### src/pwm_cfg.svh
`ifndef PWM_CFG_SVH
`define PWM_CFG_SVH

// register offsets on the plain register port
`define ADDR_W         4
`define OFF_LIMIT_A    4'h0
`define OFF_LIMIT_B    4'h1
`define OFF_TCTL_A     4'h2
`define OFF_TCTL_B     4'h3
`define OFF_COUNT_A    4'h4
`define OFF_COUNT_B    4'h5
`define OFF_DUTY_WR    4'h6
`define OFF_DUTY_SH    4'h7
`define OFF_UCTL       4'h8
`define OFF_TSEL       4'h9

// period timer control fields
`define TCTL_CKPS      1:0
`define TCTL_ON        2
`define TCTL_MASK      8'h7F

// unit control fields
`define UCTL_DCLO      5:4
`define UCTL_MODE_HI   3:2
`define UCTL_MASK      8'h3F
`define MODE_PWM       2'h3

// time base select, bit of this unit
`define TSEL_UNIT      3
`define TSEL_MASK      8'h1F

// reset values
`define RST_BYTE       8'h00
`define RST_LIMIT      8'h00
`define RST_LOW2       2'h0
`define RST_SUB        6'h00

// fine counter end values: one less than four phases times the prescale ratio
`define SUB_END_1      6'h03
`define SUB_END_4      6'h0F
`define SUB_END_16     6'h3F
`define SUB_ONE        6'h01
`define COUNT_ONE      8'h01
// top value of the two time base extension bits
`define EXT_TOP        2'h3

`define NUM_TIMERS     2

`endif

### src/pwm_pkg.sv
package pwm_pkg;
  typedef logic [7:0] byte_t;
  typedef logic [3:0] addr_t;
  typedef logic [9:0] base_t;
  typedef enum logic [1:0] {
    PRE_1  = 2'b00,
    PRE_4  = 2'b01,
    PRE_16 = 2'b10
  } prescale_t;
endpackage

### src/pwm_unit.sv
// The address-and-strobe port and the register addresses were decided locally.
`timescale 1ns/100ps
`include "pwm_cfg.svh"

module pwm_unit (
  // clock and reset
  input  wire logic           mclk_in,
  input  wire logic           rst_in,
  // register port
  input  wire pwm_pkg::addr_t addr_in,
  input  wire pwm_pkg::byte_t wdata_in,
  input  wire logic           wr_in,
  input  wire logic           rd_in,
  output pwm_pkg::byte_t      rdata_out,
  // shared pin
  input  wire logic           pin_direction_control_in,
  input  wire logic           port_latch_in,
  output logic                pwm_output_pin_out,
  output logic                pwm_output_pin_oe_out
);
  import pwm_pkg::*;

  // register state
  byte_t      limit_q [`NUM_TIMERS];
  byte_t      limit_d [`NUM_TIMERS];
  byte_t      tctl_q  [`NUM_TIMERS];
  byte_t      tctl_d  [`NUM_TIMERS];
  byte_t      duty_write_q;
  byte_t      duty_write_d;
  byte_t      duty_shadow_q;
  byte_t      duty_shadow_d;
  logic [1:0] low2_q;
  logic [1:0] low2_d;
  byte_t      uctl_q;
  byte_t      uctl_d;
  byte_t      tsel_q;
  byte_t      tsel_d;
  byte_t      rdata_q;
  byte_t      rdata_d;
  logic       latch_q;
  logic       latch_d;

  // timer outputs and count write strobes
  logic       period_end [`NUM_TIMERS];
  byte_t      count      [`NUM_TIMERS];
  logic [1:0] ext        [`NUM_TIMERS];
  logic       count_wr   [`NUM_TIMERS];

  // selected time base
  logic       sel;
  logic       sel_end;
  byte_t      sel_limit;
  base_t      time_base;
  base_t      duty_active;
  base_t      duty_next;
  logic       pwm_mode;
  logic       duty_match;

  function automatic logic hit(input addr_t a, input addr_t off);
    hit = (a == off);
  endfunction

  function automatic addr_t off_limit(input int i);
    off_limit = (i == 0) ? `OFF_LIMIT_A : `OFF_LIMIT_B;
  endfunction

  function automatic addr_t off_tctl(input int i);
    off_tctl = (i == 0) ? `OFF_TCTL_A : `OFF_TCTL_B;
  endfunction

  function automatic addr_t off_count(input int i);
    off_count = (i == 0) ? `OFF_COUNT_A : `OFF_COUNT_B;
  endfunction

  function automatic logic ctl_clear(input logic w, input addr_t a,
                                     input byte_t d);
    ctl_clear = w && hit(a, `OFF_UCTL) && (d == `RST_BYTE);
  endfunction

  // two period timers and their registers
  genvar g;
  generate
    for (g = 0; g < `NUM_TIMERS; g++) begin : g_timer
      assign count_wr[g] = wr_in && hit(addr_in, off_count(g));

      period_timer u_timer (
        .mclk_in        (mclk_in),
        .rst_in         (rst_in),
        .limit_in       (limit_q[g]),
        .control_in     (tctl_q[g]),
        .count_wr_in    (count_wr[g]),
        .count_wdata_in (wdata_in),
        .tick_out       (),
        .period_end_out (period_end[g]),
        .count_out      (count[g]),
        .ext_out        (ext[g])
      );

      always_comb begin
        limit_d[g] = limit_q[g];
        tctl_d[g]  = tctl_q[g];
        if (wr_in && hit(addr_in, off_limit(g)))
          limit_d[g] = wdata_in;
        if (wr_in && hit(addr_in, off_tctl(g)))
          tctl_d[g] = wdata_in & `TCTL_MASK;
      end

      always_ff @(posedge mclk_in or posedge rst_in) begin
        if (rst_in) begin
          limit_q[g] <= `RST_LIMIT;
          tctl_q[g]  <= `RST_BYTE;
        end else begin
          limit_q[g] <= limit_d[g];
          tctl_q[g]  <= tctl_d[g];
        end
      end
    end
  endgenerate

  // time base and duty values
  assign sel         = tsel_q[`TSEL_UNIT];
  assign sel_end     = sel ? period_end[1] : period_end[0];
  assign sel_limit   = sel ? limit_q[1] : limit_q[0];
  assign time_base   = sel ? {count[1], ext[1]} : {count[0], ext[0]};
  assign duty_active = {duty_shadow_q, low2_q};
  assign duty_next   = {duty_write_q, uctl_q[`UCTL_DCLO]};
  assign pwm_mode    = (uctl_q[`UCTL_MODE_HI] == `MODE_PWM);
  // a duty beyond the period never matches, so the pin stays high
  assign duty_match  = (time_base == duty_active);

  // software registers and duty buffering
  always_comb begin
    duty_write_d  = duty_write_q;
    duty_shadow_d = duty_shadow_q;
    low2_d        = low2_q;
    uctl_d        = uctl_q;
    tsel_d        = tsel_q;
    if (wr_in && hit(addr_in, `OFF_DUTY_WR))
      duty_write_d = wdata_in;
    if (wr_in && hit(addr_in, `OFF_UCTL))
      uctl_d = wdata_in & `UCTL_MASK;
    if (wr_in && hit(addr_in, `OFF_TSEL))
      tsel_d = wdata_in & `TSEL_MASK;
    if (pwm_mode) begin
      if (sel_end) begin
        duty_shadow_d = duty_write_q;
        low2_d        = uctl_q[`UCTL_DCLO];
      end
    end else if (wr_in && hit(addr_in, `OFF_DUTY_SH)) begin
      duty_shadow_d = wdata_in;
    end
  end

  always_ff @(posedge mclk_in or posedge rst_in) begin
    if (rst_in) begin
      duty_write_q  <= `RST_BYTE;
      duty_shadow_q <= `RST_BYTE;
      low2_q        <= `RST_LOW2;
      uctl_q        <= `RST_BYTE;
      tsel_q        <= `RST_BYTE;
    end else begin
      duty_write_q  <= duty_write_d;
      duty_shadow_q <= duty_shadow_d;
      low2_q        <= low2_d;
      uctl_q        <= uctl_d;
      tsel_q        <= tsel_d;
    end
  end

  // output latch
  always_comb begin
    latch_d = latch_q;
    if (ctl_clear(wr_in, addr_in, wdata_in))
      latch_d = 1'b0;
    else if (!pwm_mode)
      latch_d = 1'b0;
    else if (sel_end)
      latch_d = (duty_next != '0);
    else if (duty_match)
      latch_d = 1'b0;
  end

  always_ff @(posedge mclk_in or posedge rst_in) begin
    if (rst_in)
      latch_q <= 1'b0;
    else
      latch_q <= latch_d;
  end

  // read port, data one cycle after the strobe
  always_comb begin
    rdata_d = `RST_BYTE;
    if (rd_in) begin
      unique case (addr_in)
        `OFF_LIMIT_A: rdata_d = limit_q[0];
        `OFF_LIMIT_B: rdata_d = limit_q[1];
        `OFF_TCTL_A:  rdata_d = tctl_q[0];
        `OFF_TCTL_B:  rdata_d = tctl_q[1];
        `OFF_COUNT_A: rdata_d = count[0];
        `OFF_COUNT_B: rdata_d = count[1];
        `OFF_DUTY_WR: rdata_d = duty_write_q;
        `OFF_DUTY_SH: rdata_d = duty_shadow_q;
        `OFF_UCTL:    rdata_d = uctl_q;
        `OFF_TSEL:    rdata_d = tsel_q;
        default:      rdata_d = `RST_BYTE;
      endcase
    end
  end

  always_ff @(posedge mclk_in or posedge rst_in) begin
    if (rst_in)
      rdata_q <= `RST_BYTE;
    else
      rdata_q <= rdata_d;
  end

  assign rdata_out = rdata_q;

  // pin mux; the port data latch is never altered here
  // match cycle already low, so high time is duty times base step
  assign pwm_output_pin_out    = pwm_mode ? (latch_q && !duty_match)
                                          : port_latch_in;
  assign pwm_output_pin_oe_out = !pin_direction_control_in;
endmodule

### src/period_timer.sv
`timescale 1ns/100ps
`include "pwm_cfg.svh"

module period_timer (
  // clock and reset
  input  wire logic           mclk_in,
  input  wire logic           rst_in,
  // configuration
  input  wire pwm_pkg::byte_t limit_in,
  input  wire pwm_pkg::byte_t control_in,
  // software write of the count
  input  wire logic           count_wr_in,
  input  wire pwm_pkg::byte_t count_wdata_in,
  // time base
  output logic                tick_out,
  output logic                period_end_out,
  output pwm_pkg::byte_t      count_out,
  output logic [1:0]          ext_out
);
  import pwm_pkg::*;

  logic [5:0] sub_q;
  logic [5:0] sub_d;
  byte_t      count_q;
  byte_t      count_d;
  logic [5:0] sub_end;
  logic       run;

  // postscaler bits of control_in are never looked at
  assign run = control_in[`TCTL_ON];

  always_comb begin
    unique case (control_in[`TCTL_CKPS])
      PRE_1: begin
        sub_end = `SUB_END_1;
        ext_out = sub_q[1:0];
      end
      PRE_4: begin
        sub_end = `SUB_END_4;
        ext_out = sub_q[3:2];
      end
      default: begin
        sub_end = `SUB_END_16;
        ext_out = sub_q[5:4];
      end
    endcase
  end

  assign tick_out       = run && (sub_q == sub_end);
  assign period_end_out = tick_out && (count_q == limit_in);
  assign count_out      = count_q;

  always_comb begin
    sub_d   = sub_q;
    count_d = count_q;
    if (count_wr_in) begin
      sub_d   = `RST_SUB;
      count_d = count_wdata_in;
    end else if (run) begin
      sub_d = tick_out ? `RST_SUB : sub_q + `SUB_ONE;
      if (period_end_out)
        count_d = `RST_BYTE;
      else if (tick_out)
        count_d = count_q + `COUNT_ONE;
    end
  end

  always_ff @(posedge mclk_in or posedge rst_in) begin
    if (rst_in) begin
      sub_q   <= `RST_SUB;
      count_q <= `RST_BYTE;
    end else begin
      sub_q   <= sub_d;
      count_q <= count_d;
    end
  end
endmodule

### config.mk
export PLATFORM = sky130hd
export DESIGN_NAME = pwm_unit
export DESIGN_NICKNAME = d
export VERILOG_FILES = /design/src/pwm_pkg.sv /design/src/pwm_unit.sv /design/src/period_timer.sv
export VERILOG_INCLUDE_DIRS = /design/src
export SDC_FILE = /design/constraint.sdc
export NUM_CORES = 1
export LEC_CHECK = 0
export ABC_AREA = 1
export BUFFER_PORTS_ARGS = -buffer_cell sky130_fd_sc_hd__buf_4
export CAP_MARGIN = 20
export CELL_PAD_IN_SITES_DETAIL_PLACEMENT = 0
export CELL_PAD_IN_SITES_GLOBAL_PLACEMENT = 1
export CORE_MARGIN = 5
export CORE_UTILIZATION = 25
export CTS_CLUSTER_SIZE = 16
export DETAILED_ROUTE_END_ITERATION = 6
export PLACE_DENSITY = 0.58
export SYNTH_ARGS = -nofsm -noshare
export SYNTH_HDL_FRONTEND = slang
export SYNTH_SLANG_ARGS = --single-unit
### constraint.sdc
create_clock -name mclk_in -period 3.7 [get_ports mclk_in]
set_input_delay 0.185 -clock mclk_in [delete_from_list [all_inputs] [get_ports mclk_in]]
set_output_delay 0.185 -clock mclk_in [all_outputs]
set_load 0.05 [all_outputs]
# Word-level counts from Yosys, hierarchy flattened
# Index checks and enable logic that the tools add are counted.
# Widths: inputs -> output; s select.
# word_totals
inputBits	18
output_inout_bits	10
wordCells	100
regBits	96
# op_classes
eq_ne	19
n_reduce_logical	32
addsub	4
mux	30
# ops
operator	n
$mux 8	12
$pmux 8 s10	1
$mux 6	6
$pmux 6 s2	2
$add 8x1->8 const B	2
$eq 4x3->1 const B	4
$eq 8x8->1	2
$logic_and 1x1->1	16
$add 6x1->6 const B	2
$eq 6x6->1	2
$eq 10x10->1	1
$mux 10	1
$reduce_bool 10->1	1
$eq 4x2->1 const B	2
$eq 4x4->1 const B	2
$logic_not 8->1	1
$pmux 2 s2	2
$reduce_and 2->1	4
$mux 1	6
$reduce_bool 2->1	3
$reduce_bool 3->1	2
$eq 2x1->1 const B	2
$eq 4x1->1 const B	1
$logic_not 2->1	2
other kinds (5)	6

# Depth between registers and ports, before layout
# Gate-level depths: netlist of run 1.
# logic_depth
word_depth	9
mapped_depth	13
mapped_depth_nobuf	11

# Hierarchy
# A second synthesis of run 1 with hierarchy kept.
# unflattened
cells_unflattened	834
hier_area_um2	5943.2
# by_module_without_submodules
module	area_per_inst_um2	n_inst	cells_each
pwm_unit	3671.0	1	480
period_timer	1136.1	2	177

# Worst setup path after synthesis of run 1
# OpenSTA, ideal clock, no wires.
# synth_path
path_kind	reg-to-output
from	register tctl_q[9] in the netlist's numbering
to	output port pwm_output_pin_out
path_slack_ns	2.078
stages_incl_launch_ff	13
t_arrival_ns	1.437
t_required_ns	3.515
cell_sequence	dfrtp_1 -> buf_4 -> inv_2 -> nand2_1 -> o21ai_0 -> inv_1 -> nand2_1 -> nand2_1 -> nand2_1 -> nand2_1 -> nand3_1 -> nand2_1 -> nand2_1
# synth_between
elab_chain_cells	7
# synth_lines
item	line	text
from (decl)	pwm_unit.sv:26	byte_t tctl_q [`NUM_TIMERS];
from (signal, indexed assignment)	pwm_unit.sv:111	tctl_q[g] <= `RST_BYTE;
from (signal, indexed assignment)	pwm_unit.sv:114	tctl_q[g] <= tctl_d[g];
$eq 2x1->1 / $logic_not 2->1 (equally long branches)	period_timer.sv:33	unique case (control_in[`TCTL_CKPS])
$pmux 2 s2 *	period_timer.sv:33	
$mux 10 *	pwm_unit.sv:124	assign time_base = sel ? {count[1], ext[1]} : {count[0], ext[0]};
$eq 10x10->1 *	pwm_unit.sv:129	assign duty_match = (time_base == duty_active);
$logic_not 1->1 *	pwm_unit.sv:221	assign pwm_output_pin_out = pwm_mode ? (latch_q && !duty_match)
$logic_and 1x1->1 *	pwm_unit.sv:221	
$mux 1 *	pwm_unit.sv:221	
to (decl)	pwm_unit.sv:18	output logic pwm_output_pin_out,
# Every way passes the cells marked *; elsewhere a longest branch is shown, timed or not.

# Final worst setup path of run 1
# layout_path
from	register tsel_q[3]
to	output port pwm_output_pin_out
# layout_between
elab_chain_cells	5
# layout_lines
item	line	text
from (decl)	pwm_unit.sv:36	byte_t tsel_q;
from (signal assigned)	pwm_unit.sv:160	tsel_q <= `RST_BYTE;
from (signal assigned)	pwm_unit.sv:166	tsel_q <= tsel_d;
$mux 10	pwm_unit.sv:124	
$eq 10x10->1	pwm_unit.sv:129	
$logic_not 1->1	pwm_unit.sv:221	
$logic_and 1x1->1	pwm_unit.sv:221	
$mux 1	pwm_unit.sv:221	
# Every way passes these cells.

==> results.yml, run 1 <==
run_status:
  outcome: "finished clean"
floorplanning:
  die_x_microns: 160
  start_util_pct: 25.5
  num_rows: 54
  dieArea_sq_um: 25500
  die_h_microns: 160
  fp.coreArea_sq_um: 22000
  io-pin-count: 28
timing:
  final.min_clock_period_ns: 2.54
  hold_ws_ns: 0.0718
  rsz0062_at_grt: "false"
  max_slew_margin_pct: 55.2
  hold_violations: 0
  fmaxAchievable_ghz: 0.393
  drv_slew: 0
  tightest_slew_ns: 0.669
  skew_ns: 0.0100
  timing.setup.tns_ns: 0
  timing.final.crit_share_pct: 68.7
  finalSetupViolCount: 0
setup_path:
  crit_type: "reg -> out"
  cp_data_arrival_time_ns: 2.36
  path_buf_inv: 2
  max_stage_delay_ns: 0.69
  start_kind: "flop"
  path_common_cell: "nand2_1"
  required_ns: 3.51
  path_cells: "inv_2, nand2_1, nand2_1, nand2_1, nand2_1, nor2_1, nand2_1, nor2_1, nand3_1, nand2_1, nand2_1, buf_4"
  critPathMaxFanout: 13
  worst_setup_path_end_kind: "primary output"
  cpLargestDelayFamily: "simple AND/OR/NAND/NOR gates"
  crit_slowest_cell: "dfrtp_1"
yosys:
  synth_top_area_share_pct: 42.8
  yosysMostFrequentCell: "nand2_1"
  async_reset_ff_share_pct: 100
  ys_ff_latch: 96
  ys_seq_area_share_pct: 42.8
  syn_nets: 809
  synth_edf_count: 0
  syn_avg_cell_area_sq_um: 7.13
  syn_area_sq_um: 5610
  synth_warnings: 0
  synthCells: 787
  yosys.area.top_type: "dfrtp_1"
  synth_common_cells: "nand2_1 (263), dfrtp_1 (96), inv_1 (85), nand3_1 (73), o21ai_1 (42)"
  synthFlopType: "dfrtp_1"
  ys_top_cells_by_area: "dfrtp_1 (43%), nand2_1 (18%), nand3_1 (6.5%)"
  yosysUniqueCellTypes: 37
grt:
  gr-total-overflow: 0
  grt_pass1_vias: 5175
  grt_max_degree: 49
  grt_pass1_wl_microns: 31400
  grtUsageTotal_pct: 16.0
  antenna_found_initial: 0
placed_design:
  postPlaceCellArea_sq_um: 6110
  gp_congestion: 0.860
  dp_hpwl_microns: 15100
  numPortBuffers: 27
  placed_cells: 1082
min_path:
  hold_path.class: "in -> reg"
clock_tree:
  clkSinkCount: 96
  cts.htree.levels: 3
  cts_tree: "built"
  clk_pin_slew_ns: 0.07
  clock-root-buffer: "clkbuf_16"
  cts_made_buffers: 9
  clock_latency_ns: 0.36
  cts_resized: 0
  clock_path_buffers: 2
routing:
  postRouteAntennaNets: 0
  routed_via_density: 4.74
  firstDrtPassIters: 4
  finalWirelength_microns: 20200
  vias: 5210
  route.detailed.drc: 0
  wire_per_inst_microns: 18.4
  drt_iter0_markers: 431
power:
  leakagePower_nw: 3.15
  power.density_nw_per_um2: 632
  ir_drop_v: 0.000224
  power_mw: 4.06
run:
  drv_cap: 0
layout:
  stdcell_area_sq_um: 6410
  fin_cells: 1099
  nNetsFinal: 836
  antenna_cells: 0
  syn2layout_area_growth_pct: 14.3
  drive_gt1_share_pct: 12.8
metrics by stage:
stage | util, % | setup WS, ns
floorplan | - | 1.01
global placement | 27.8 | 1.56
detailed placement | 27.8 | 1.53
CTS | 29.2 | 1.13
global route | 29.2 | 0.939
finish | 29.2 | 1.16
what timing repair did:
item,in CTS,in global routing
hold buffers,1,0
hold endpoints to repair,46,0
setup buffers,0,0
kinds of logic after synthesis:
group                      count (synthesis)  share of synthesized area [%]
DFF                                       96                           42.8
and+or+nand+nor                          414                           32.0
xor gates and xnor gates                   8                           1.25
adders and majority gates                  4                          0.892
buffers and inverters                    130                           9.10
AOI/OAI and AO/OA                        135                           14.0
layout make-up:
class | instances | area [sq um]
timing repair buffer | 30 | 228
inverter | 116 | 438
clock buffer | 10 | 229
clock inverter | 6 | 67.6
tap | 280 | 350
sequential | 96 | 2400
fill | 2446 | 15500
multi-input combinational | 561 | 2700
worst reg2reg max path: cells and delay by family, from the launching register on:
kind,cells,cell delay [ns]
AND/OR/NAND/NOR,5,0.83
adder cells (fa/ha/maj),1,0.24
flip-flops,1,0.42
AO/OA/AOI/OAI,2,0.13
buffers and inverters,1,0.22
power breakdown:
group	total, mW	internal, mW	switching, mW
Combinational	1.31	0.479	0.834
Sequential	1.78	1.34	0.441
Clock	0.965	0.528	0.437
cells in the final DEF, fill, tap and decap left out, types with 5 or more instances in the layout:
cell       instances
dfrtp_1           96
o21ai_1           42
a31oi_1            5
inv_2             31
xor2_1             7
nor2_2             8
buf_4             29
a21oi_1           15
o21ai_2            5
clkbuf_16          9
nand4_1           14
inv_1             84
o21ai_0           31
nand2_2            6
nor2_1            33
o22ai_1           20
o211ai_1           6
nand3_1           73
nand2_1          263
sequential cells by signal, summed over array words and instances, names as in the netlist:
register / flops
g_timer.u_timer.sub_q: 12
uctl_q: 6
rdata_out: 8
low2_q: 2
tctl_q: 14
limit_q: 16
latch_q: 1
g_timer.u_timer.count_out: 16
tsel_q: 5
duty_shadow_q: 8
duty_write_q: 8
per-layer routing:
layer	track usage (%)	vias up	part of all wire (%)
li1	-	2617	-
met1	22.5	2506	48
met2	26.2	74	47
met3	2.53	13	3.5
met4	3.56	0	1.2
met5	0	-	0
path summary, 6_finish.rpt:
path,endpoint,start,cells past startpoint,slack (ns)
worst min-delay path,rdata_out[2]$_DFF_PP0_,rd_in,3,0.07
worst min register to register,duty_write_q[1]$_DFFE_PP0P_,duty_write_q[1]$_DFFE_PP0P_,2,0.49
worst max-delay path,pwm_output_pin_out,tsel_q[3]$_DFFE_PP0P_,12,1.16
max in group asynchronous,g_timer[0].u_timer.sub_q[0]$_DFFE_PP0P_,rst_in,4,2.40
min in group asynchronous,rdata_out[4]$_DFF_PP0_,rst_in,3,0.47
worst max register to register,g_timer[1].u_timer.count_out[1]$_DFFE_PP0P_,g_timer[1].u_timer.sub_q[0]$_DFFE_PP0P_,9,1.72
Note: power is estimated with default switching activity, not from simulation.
==> run 2, diff against run 1 <==
==> constraint.sdc (replaced) <==
create_clock -name mclk_in -period 2.6 [get_ports mclk_in]
set_input_delay 0.13 -clock mclk_in [delete_from_list [all_inputs] [get_ports mclk_in]]
set_output_delay 0.13 -clock mclk_in [all_outputs]
set_load 0.05 [all_outputs]
==> run 2 against run 1 <==
Against the previous run: critical endpoint unchanged; global-route usage decreased by 0.51 points; utilization increased by 0.15 points; hold slack got worse by 0.062 ns; final cell count about the same; wire length decreased by 2.3%; die area unchanged; power increased by 43%.
==> results.yml, run 2 (synthesized netlist as in run 1, its figures left out) <==
floorplanning:
  die_h_microns: 160
  start_util_pct: 25.5
  die_x_microns: 160
  num_rows: 54
  fp.coreArea_sq_um: 22000
  dieArea_sq_um: 25500
  io-pin-count: 28
grt:
  grt_max_degree: 97
  grtUsageTotal_pct: 15.5
  gr-total-overflow: 0
  grt_pass1_vias: 5094
  grt_pass1_wl_microns: 30700
  antenna_found_initial: 0
routing:
  route.detailed.drc: 0
  vias: 5169
  routed_via_density: 4.70
  postRouteAntennaNets: 0
  finalWirelength_microns: 19800
  wire_per_inst_microns: 18.0
  drt_iter0_markers: 411
  firstDrtPassIters: 5
clock_tree:
  clkSinkCount: 96
  postCtsSetupRepairBufs: 0
  cts.htree.levels: 3
  clk_pin_slew_ns: 0.08
  cts_made_buffers: 9
  clock-root-buffer: "clkbuf_16"
  clock_latency_ns: 0.36
  clock_path_buffers: 2
  cts_tree: "built"
power:
  leakagePower_nw: 3.16
  ir_drop_v: 0.000355
  power.density_nw_per_um2: 901
layout:
  syn2layout_area_growth_pct: 14.9
  drive_gt1_share_pct: 13.2
  stdcell_area_sq_um: 6450
  layout_common_cells: "nand2_1 (263), dfrtp_1 (95), inv_1 (84), nand3_1 (73), o21ai_1 (42)"
  antenna_cells: 0
  mostFrequentLayoutCell: "nand2_1"
  nNetsFinal: 837
run_status:
  outcome: "finished clean"
setup_path:
  cpLargestDelayFamily: "simple AND/OR/NAND/NOR gates"
  start_kind: "flop"
  max_stage_delay_ns: 0.53
  path_common_cell: "nand2_1"
  cp_num_cells: 11
  path_cells: "inv_2, nand2_1, nand3_1, nand2_1, nor2_1, nand2_1, nor2_1, nand3_1, nand2_1, nand2_1, buf_4"
  cp_data_arrival_time_ns: 2.25
  required_ns: 2.47
  critPathMaxFanout: 13
  ff2ff_setup_slack_ns: 0.75
  worst_setup_path_end_kind: "primary output"
  r2r_cells: 8
  path_buf_inv: 2
  crit_slowest_cell: "dfrtp_2"
  crit_type: "reg -> out"
min_path:
  hold_path.class: "in -> reg"
  whs_path_depth: 3
placed_design:
  gp_congestion: 0.811
  postPlaceCellArea_sq_um: 6130
  dp_hpwl_microns: 14800
  numPortBuffers: 27
timing:
  hold_violations: 0
  timing.final.crit_share_pct: 91.7
  fmaxAchievable_ghz: 0.419
  timing.setup.tns_ns: 0
  drv_slew: 0
  final.min_clock_period_ns: 2.38
  max_slew_margin_pct: 59.1
  finalSetupViolCount: 0
  skew_ns: 0.00979
  tightest_slew_ns: 0.613
  hold_ws_ns: 0.00959
  rsz0062_at_grt: "false"
run:
  drv_cap: 0
run 2: metal layers:
metal	wire, microns	part of all wire, %	vias up	track usage, %
li1	-	-	2609	-
met1	9560	48	2463	21.3
met5	0	0	-	0
met3	702	3.6	21	2.84
met4	414	2.1	0	4.30
met2	9090	46	76	25.3
run 2: through the flow:
stage / power (mW) / utilization (%) / worst slack [ns] / std cells
2_1_floorplan: 3.72 / - / 1.03 / 787
3_3_place_gp: 4.43 / 27.9 / 0.404 / 1083
3_5_place_dp: 4.41 / 27.9 / 0.406 / 1083
4_1_cts: 5.85 / 29.4 / 0.00107 / 1100
5_1_grt: 6.24 / 29.4 / 0.0569 / 1100
6_report: 5.81 / 29.4 / 0.216 / 1100
run 2: final timing paths:
| kind | from | to |
|---|---|---|
| max | tsel_q[3]$_DFFE_PP0P_ | pwm_output_pin_out |
| min | rd_in | rdata_out[1]$_DFF_PP0_ |
| max reg2reg | tctl_q[1]$_DFFE_PP0P_ | g_timer[1].u_timer.count_out[1]$_DFFE_PP0P_ |
| min reg2reg | tctl_q[6]$_DFFE_PP0P_ | tctl_q[6]$_DFFE_PP0P_ |
| max in group asynchronous | rst_in | tsel_q[3]$_DFFE_PP0P_ |
| min in group asynchronous | rst_in | tctl_q[13]$_DFFE_PP0P_ |
run 2: repair_timing:
item	4_1_cts	5_1_grt
hold buffers	1	0
hold endpoints to repair	96	0
endpoints found under the setup margin	0	1
resized for setup	0	1
run 2: layout make-up:
class | instances | area, sq um
fill | 2392 | 15500
clock buffer | 10 | 239
inverter | 116 | 439
multi-input combinational | 561 | 2700
clock inverter | 6 | 68.8
tap | 280 | 350
timing repair buffer | 31 | 248
sequential | 96 | 2400
run 2: power by group:
| group | total (mW) | switching, mW | internal [mW] | leakage (nW) |
|---|---|---|---|---|
| clock | 1.42 | 0.640 | 0.777 | 0.149 |
| combinational | 1.88 | 1.19 | 0.685 | 1.80 |
| sequential | 2.51 | 0.608 | 1.90 | 1.21 |
| total | 5.81 | 2.44 | 3.36 | 3.16 |
run 2: worst reg2reg max path: cells and delay by family, from the launching register on:
kind | cells | cell delay (ns)
and+or+nand+nor | 5 | 0.80
AOI/OAI and AO/OA | 2 | 0.18
DFF | 1 | 0.52
buffers and inverters | 1 | 0.19
==> run 3, diff against run 2 <==
--- a/config.mk
+++ b/config.mk
@@ -6,7 +6,6 @@
 export SDC_FILE = /design/constraint.sdc
 export NUM_CORES = 1
 export LEC_CHECK = 0
-export ABC_AREA = 1
 export BUFFER_PORTS_ARGS = -buffer_cell sky130_fd_sc_hd__buf_4
 export CAP_MARGIN = 20
 export CELL_PAD_IN_SITES_DETAIL_PLACEMENT = 0
@@ -15,7 +14,7 @@
 export CORE_UTILIZATION = 25
 export CTS_CLUSTER_SIZE = 16
 export DETAILED_ROUTE_END_ITERATION = 6
-export PLACE_DENSITY = 0.58
+export PLACE_DENSITY_LB_ADDON = 0.1
 export SYNTH_ARGS = -nofsm -noshare
 export SYNTH_HDL_FRONTEND = slang
 export SYNTH_SLANG_ARGS = --single-unit
==> run 3 against run 2 <==
Against the previous run: worst setup slack got worse by 0.12 ns; final cell count fell by 21%; hold slack improved by 0.049 ns; largest cell class unchanged; cell area is 1.7% higher; synthesized cell count fell by 31%; fmax shrank 4.9%; critical endpoint unchanged; clock skew about the same; clock power down 4%; critical path type unchanged; flip-flop and latch count stayed put; wire length fell by 0.97%; highest routed layer unchanged; critical path depth decreased by 4; sequential share of layout area shrank 0.56 points.
==> results.yml, run 3 <==
timing:
  timing.setup.tns_ns: 0
  hold_ws_ns: 0.0589
  final.min_clock_period_ns: 2.51
  hold_violations: 0
  drv_slew: 0
  fmaxAchievable_ghz: 0.399
  finalSetupViolCount: 0
  tightest_slew_ns: 0.648
  skew_ns: 0.00975
  rsz0062_at_grt: "false"
  timing.final.crit_share_pct: 96.4
  max_slew_margin_pct: 56.7
routing:
  vias: 4415
  routed_via_density: 5.06
  firstDrtPassIters: 4
  finalWirelength_microns: 19600
  route.detailed.drc: 0
  postRouteAntennaNets: 0
  drt_iter0_markers: 287
  wire_per_inst_microns: 22.5
grt:
  grt_max_degree: 45
  grtUsageTotal_pct: 16.1
  grt_pass1_wl_microns: 29700
  antenna_found_initial: 0
  grt_pass1_vias: 4594
  gr-total-overflow: 0
yosys:
  syn_area_sq_um: 5520
  async_reset_ff_share_pct: 100
  yosysUniqueCellTypes: 57
  ys_seq_area_share_pct: 43.5
  synthFlopType: "dfrtp_1"
  ys_ff_latch: 96
  synth_common_cells: "dfrtp_1 (96), mux2_2 (54), nor2_1 (53), nand2_1 (27)"
  synthCells: 545
  synth_warnings: 0
  synth_top_area_share_pct: 43.5
  ys_top_cells_by_area: "dfrtp_1 (44%), mux2_2 (11%), nor2_1 (3.6%)"
  yosysMostFrequentCell: "dfrtp_1"
  synth_edf_count: 0
  syn_nets: 567
  yosys.area.top_type: "dfrtp_1"
  syn_avg_cell_area_sq_um: 10.1
placed_design:
  numPortBuffers: 27
  gp_congestion: 0.778
  dp_hpwl_microns: 14400
setup_path:
  worst_setup_path_end_kind: "primary output"
  cpLargestDelayFamily: "multiplexers"
  cp_data_arrival_time_ns: 2.38
  crit_type: "reg -> out"
  path_cells: "mux2_2, mux2i_2, o22ai_2, xor2_1, o31ai_2, o21ai_1, buf_4"
  required_ns: 2.47
  critPathMaxFanout: 7
  crit_slowest_cell: "dfrtp_2"
  max_stage_delay_ns: 0.46
  path_buf_inv: 1
  start_kind: "flop"
clock_tree:
  clkSinkCount: 96
  cts_tree: "built"
  clock-root-buffer: "clkbuf_16"
  clock_path_buffers: 2
  cts_made_buffers: 9
  cts.htree.levels: 3
  clk_pin_slew_ns: 0.07
  clock_latency_ns: 0.35
run_status:
  outcome: "finished clean"
layout:
  nNetsFinal: 607
  layout_common_cells: "dfrtp_1 (94), buf_4 (62), mux2_2 (54), nor2_1 (53), nand2_1 (27)"
  syn2layout_area_growth_pct: 18.7
  mostFrequentLayoutCell: "dfrtp_1"
  fill_cells: 2328
  drive_gt1_share_pct: 27.5
run:
  drv_cap: 0
power:
  leakagePower_nw: 2.67
  ir_drop_v: 0.000354
  power.density_nw_per_um2: 825
floorplanning:
  die_h_microns: 159
  dieArea_sq_um: 25200
  fp.coreArea_sq_um: 21800
  io-pin-count: 28
  die_x_microns: 159
  num_rows: 54
  start_util_pct: 25.4
min_path:
  hold_path.class: "in -> reg"
## run 3: cell type report
cell class / instances / area [sq um] / area share [%]
Antenna cell: 2 / 5.00 / 0.0764
Inverter: 5 / 22.5 / 0.344
Timing Repair Buffer: 64 / 495 / 7.56
Multi-Input combinational cell: 409 / 2980 / 45.4
Clock buffer: 10 / 229 / 3.49
Sequential cell: 96 / 2410 / 36.7
Clock inverter: 6 / 67.6 / 1.03
Tap cell: 280 / 350 / 5.34
## run 3: what timing repair did
action | 4_1_cts | 5_1_grt
pin swaps | 0 | 0
setup buffers | 0 | 1
hold endpoints to repair | 19 | 0
endpoints found under the setup margin | 1 | 1
gates resized for setup | 6 | 2
hold buffers | 1 | 0
## run 3: cell families (layout without fill, tap and decap cells)
group           after synthesis  count (layout)  synth area share (%)
simple gates                189             189                  17.8
compound gates              105             105                  12.9
flops                        96              96                  43.5
mux                          79              79                  16.7
buf+inv                      40              85                  2.99
xor+xnor                     32              32                  5.08
fa+ha+maj                     4               4                 0.907
other cells                   0               2                     0
## run 3: worst paths after layout
path                                                                 to  depth (start not counted)  slack, ns                  start
worst max-delay path                                 pwm_output_pin_out                          7       0.09  tctl_q[8]$_DFFE_PP0P_
worst max register to register                    low2_q[0]$_DFFE_PP0P_                          6       0.19  tctl_q[0]$_DFFE_PP0P_
worst min-delay path                             rdata_out[7]$_DFF_PP0_                          3       0.06                  rd_in
max in group asynchronous                         uctl_q[2]$_DFFE_PP0P_                          4       1.40                 rst_in
min in group asynchronous       g_timer[0].u_timer.sub_q[5]$_DFFE_PP0P_                          3       0.37                 rst_in
worst min register to register                    tctl_q[4]$_DFFE_PP0P_                          1       0.51  tctl_q[4]$_DFFE_PP0P_
## run 3: power breakdown
group | switching [mW] | total, mW | leakage, nW | internal [mW]
combinational | 0.904 | 1.78 | 1.37 | 0.873
sequential | 0.405 | 2.26 | 1.16 | 1.86
clock | 0.617 | 1.37 | 0.139 | 0.751
## run 3: worst reg2reg max path: cells and delay by family, from the launching register on
kind	cells	cell delay (ns)
AND/OR/NAND/NOR	2	0.70
multiplexers	2	0.69
AO/OA/AOI/OAI	2	0.46
flip-flops	1	0.45
## run 3: metrics by stage
stage                     cell area (sq um)  std cells  power (mW)  utilization (%)  worst slack (ns)
final                                  6560        872        5.41             30.1            0.0937
after global routing                   6550        870        5.73             30.1          0.000135
after CTS                              6530        869        5.46             30.0           0.00547
after detailed placement               6210        852        4.04             28.5            0.0796
after global placement                 6210        852        4.02             28.5             0.125
after floorplan                        5520        545        3.29                -             0.209
## run 3: metal layers
layer	wire length, microns	global-route usage [%]	vias up
met5	0	0	-
met4	348	4.39	0
met3	574	2.75	17
met2	9390	26.2	59
met1	9270	22.3	2273
li1	-	-	2066
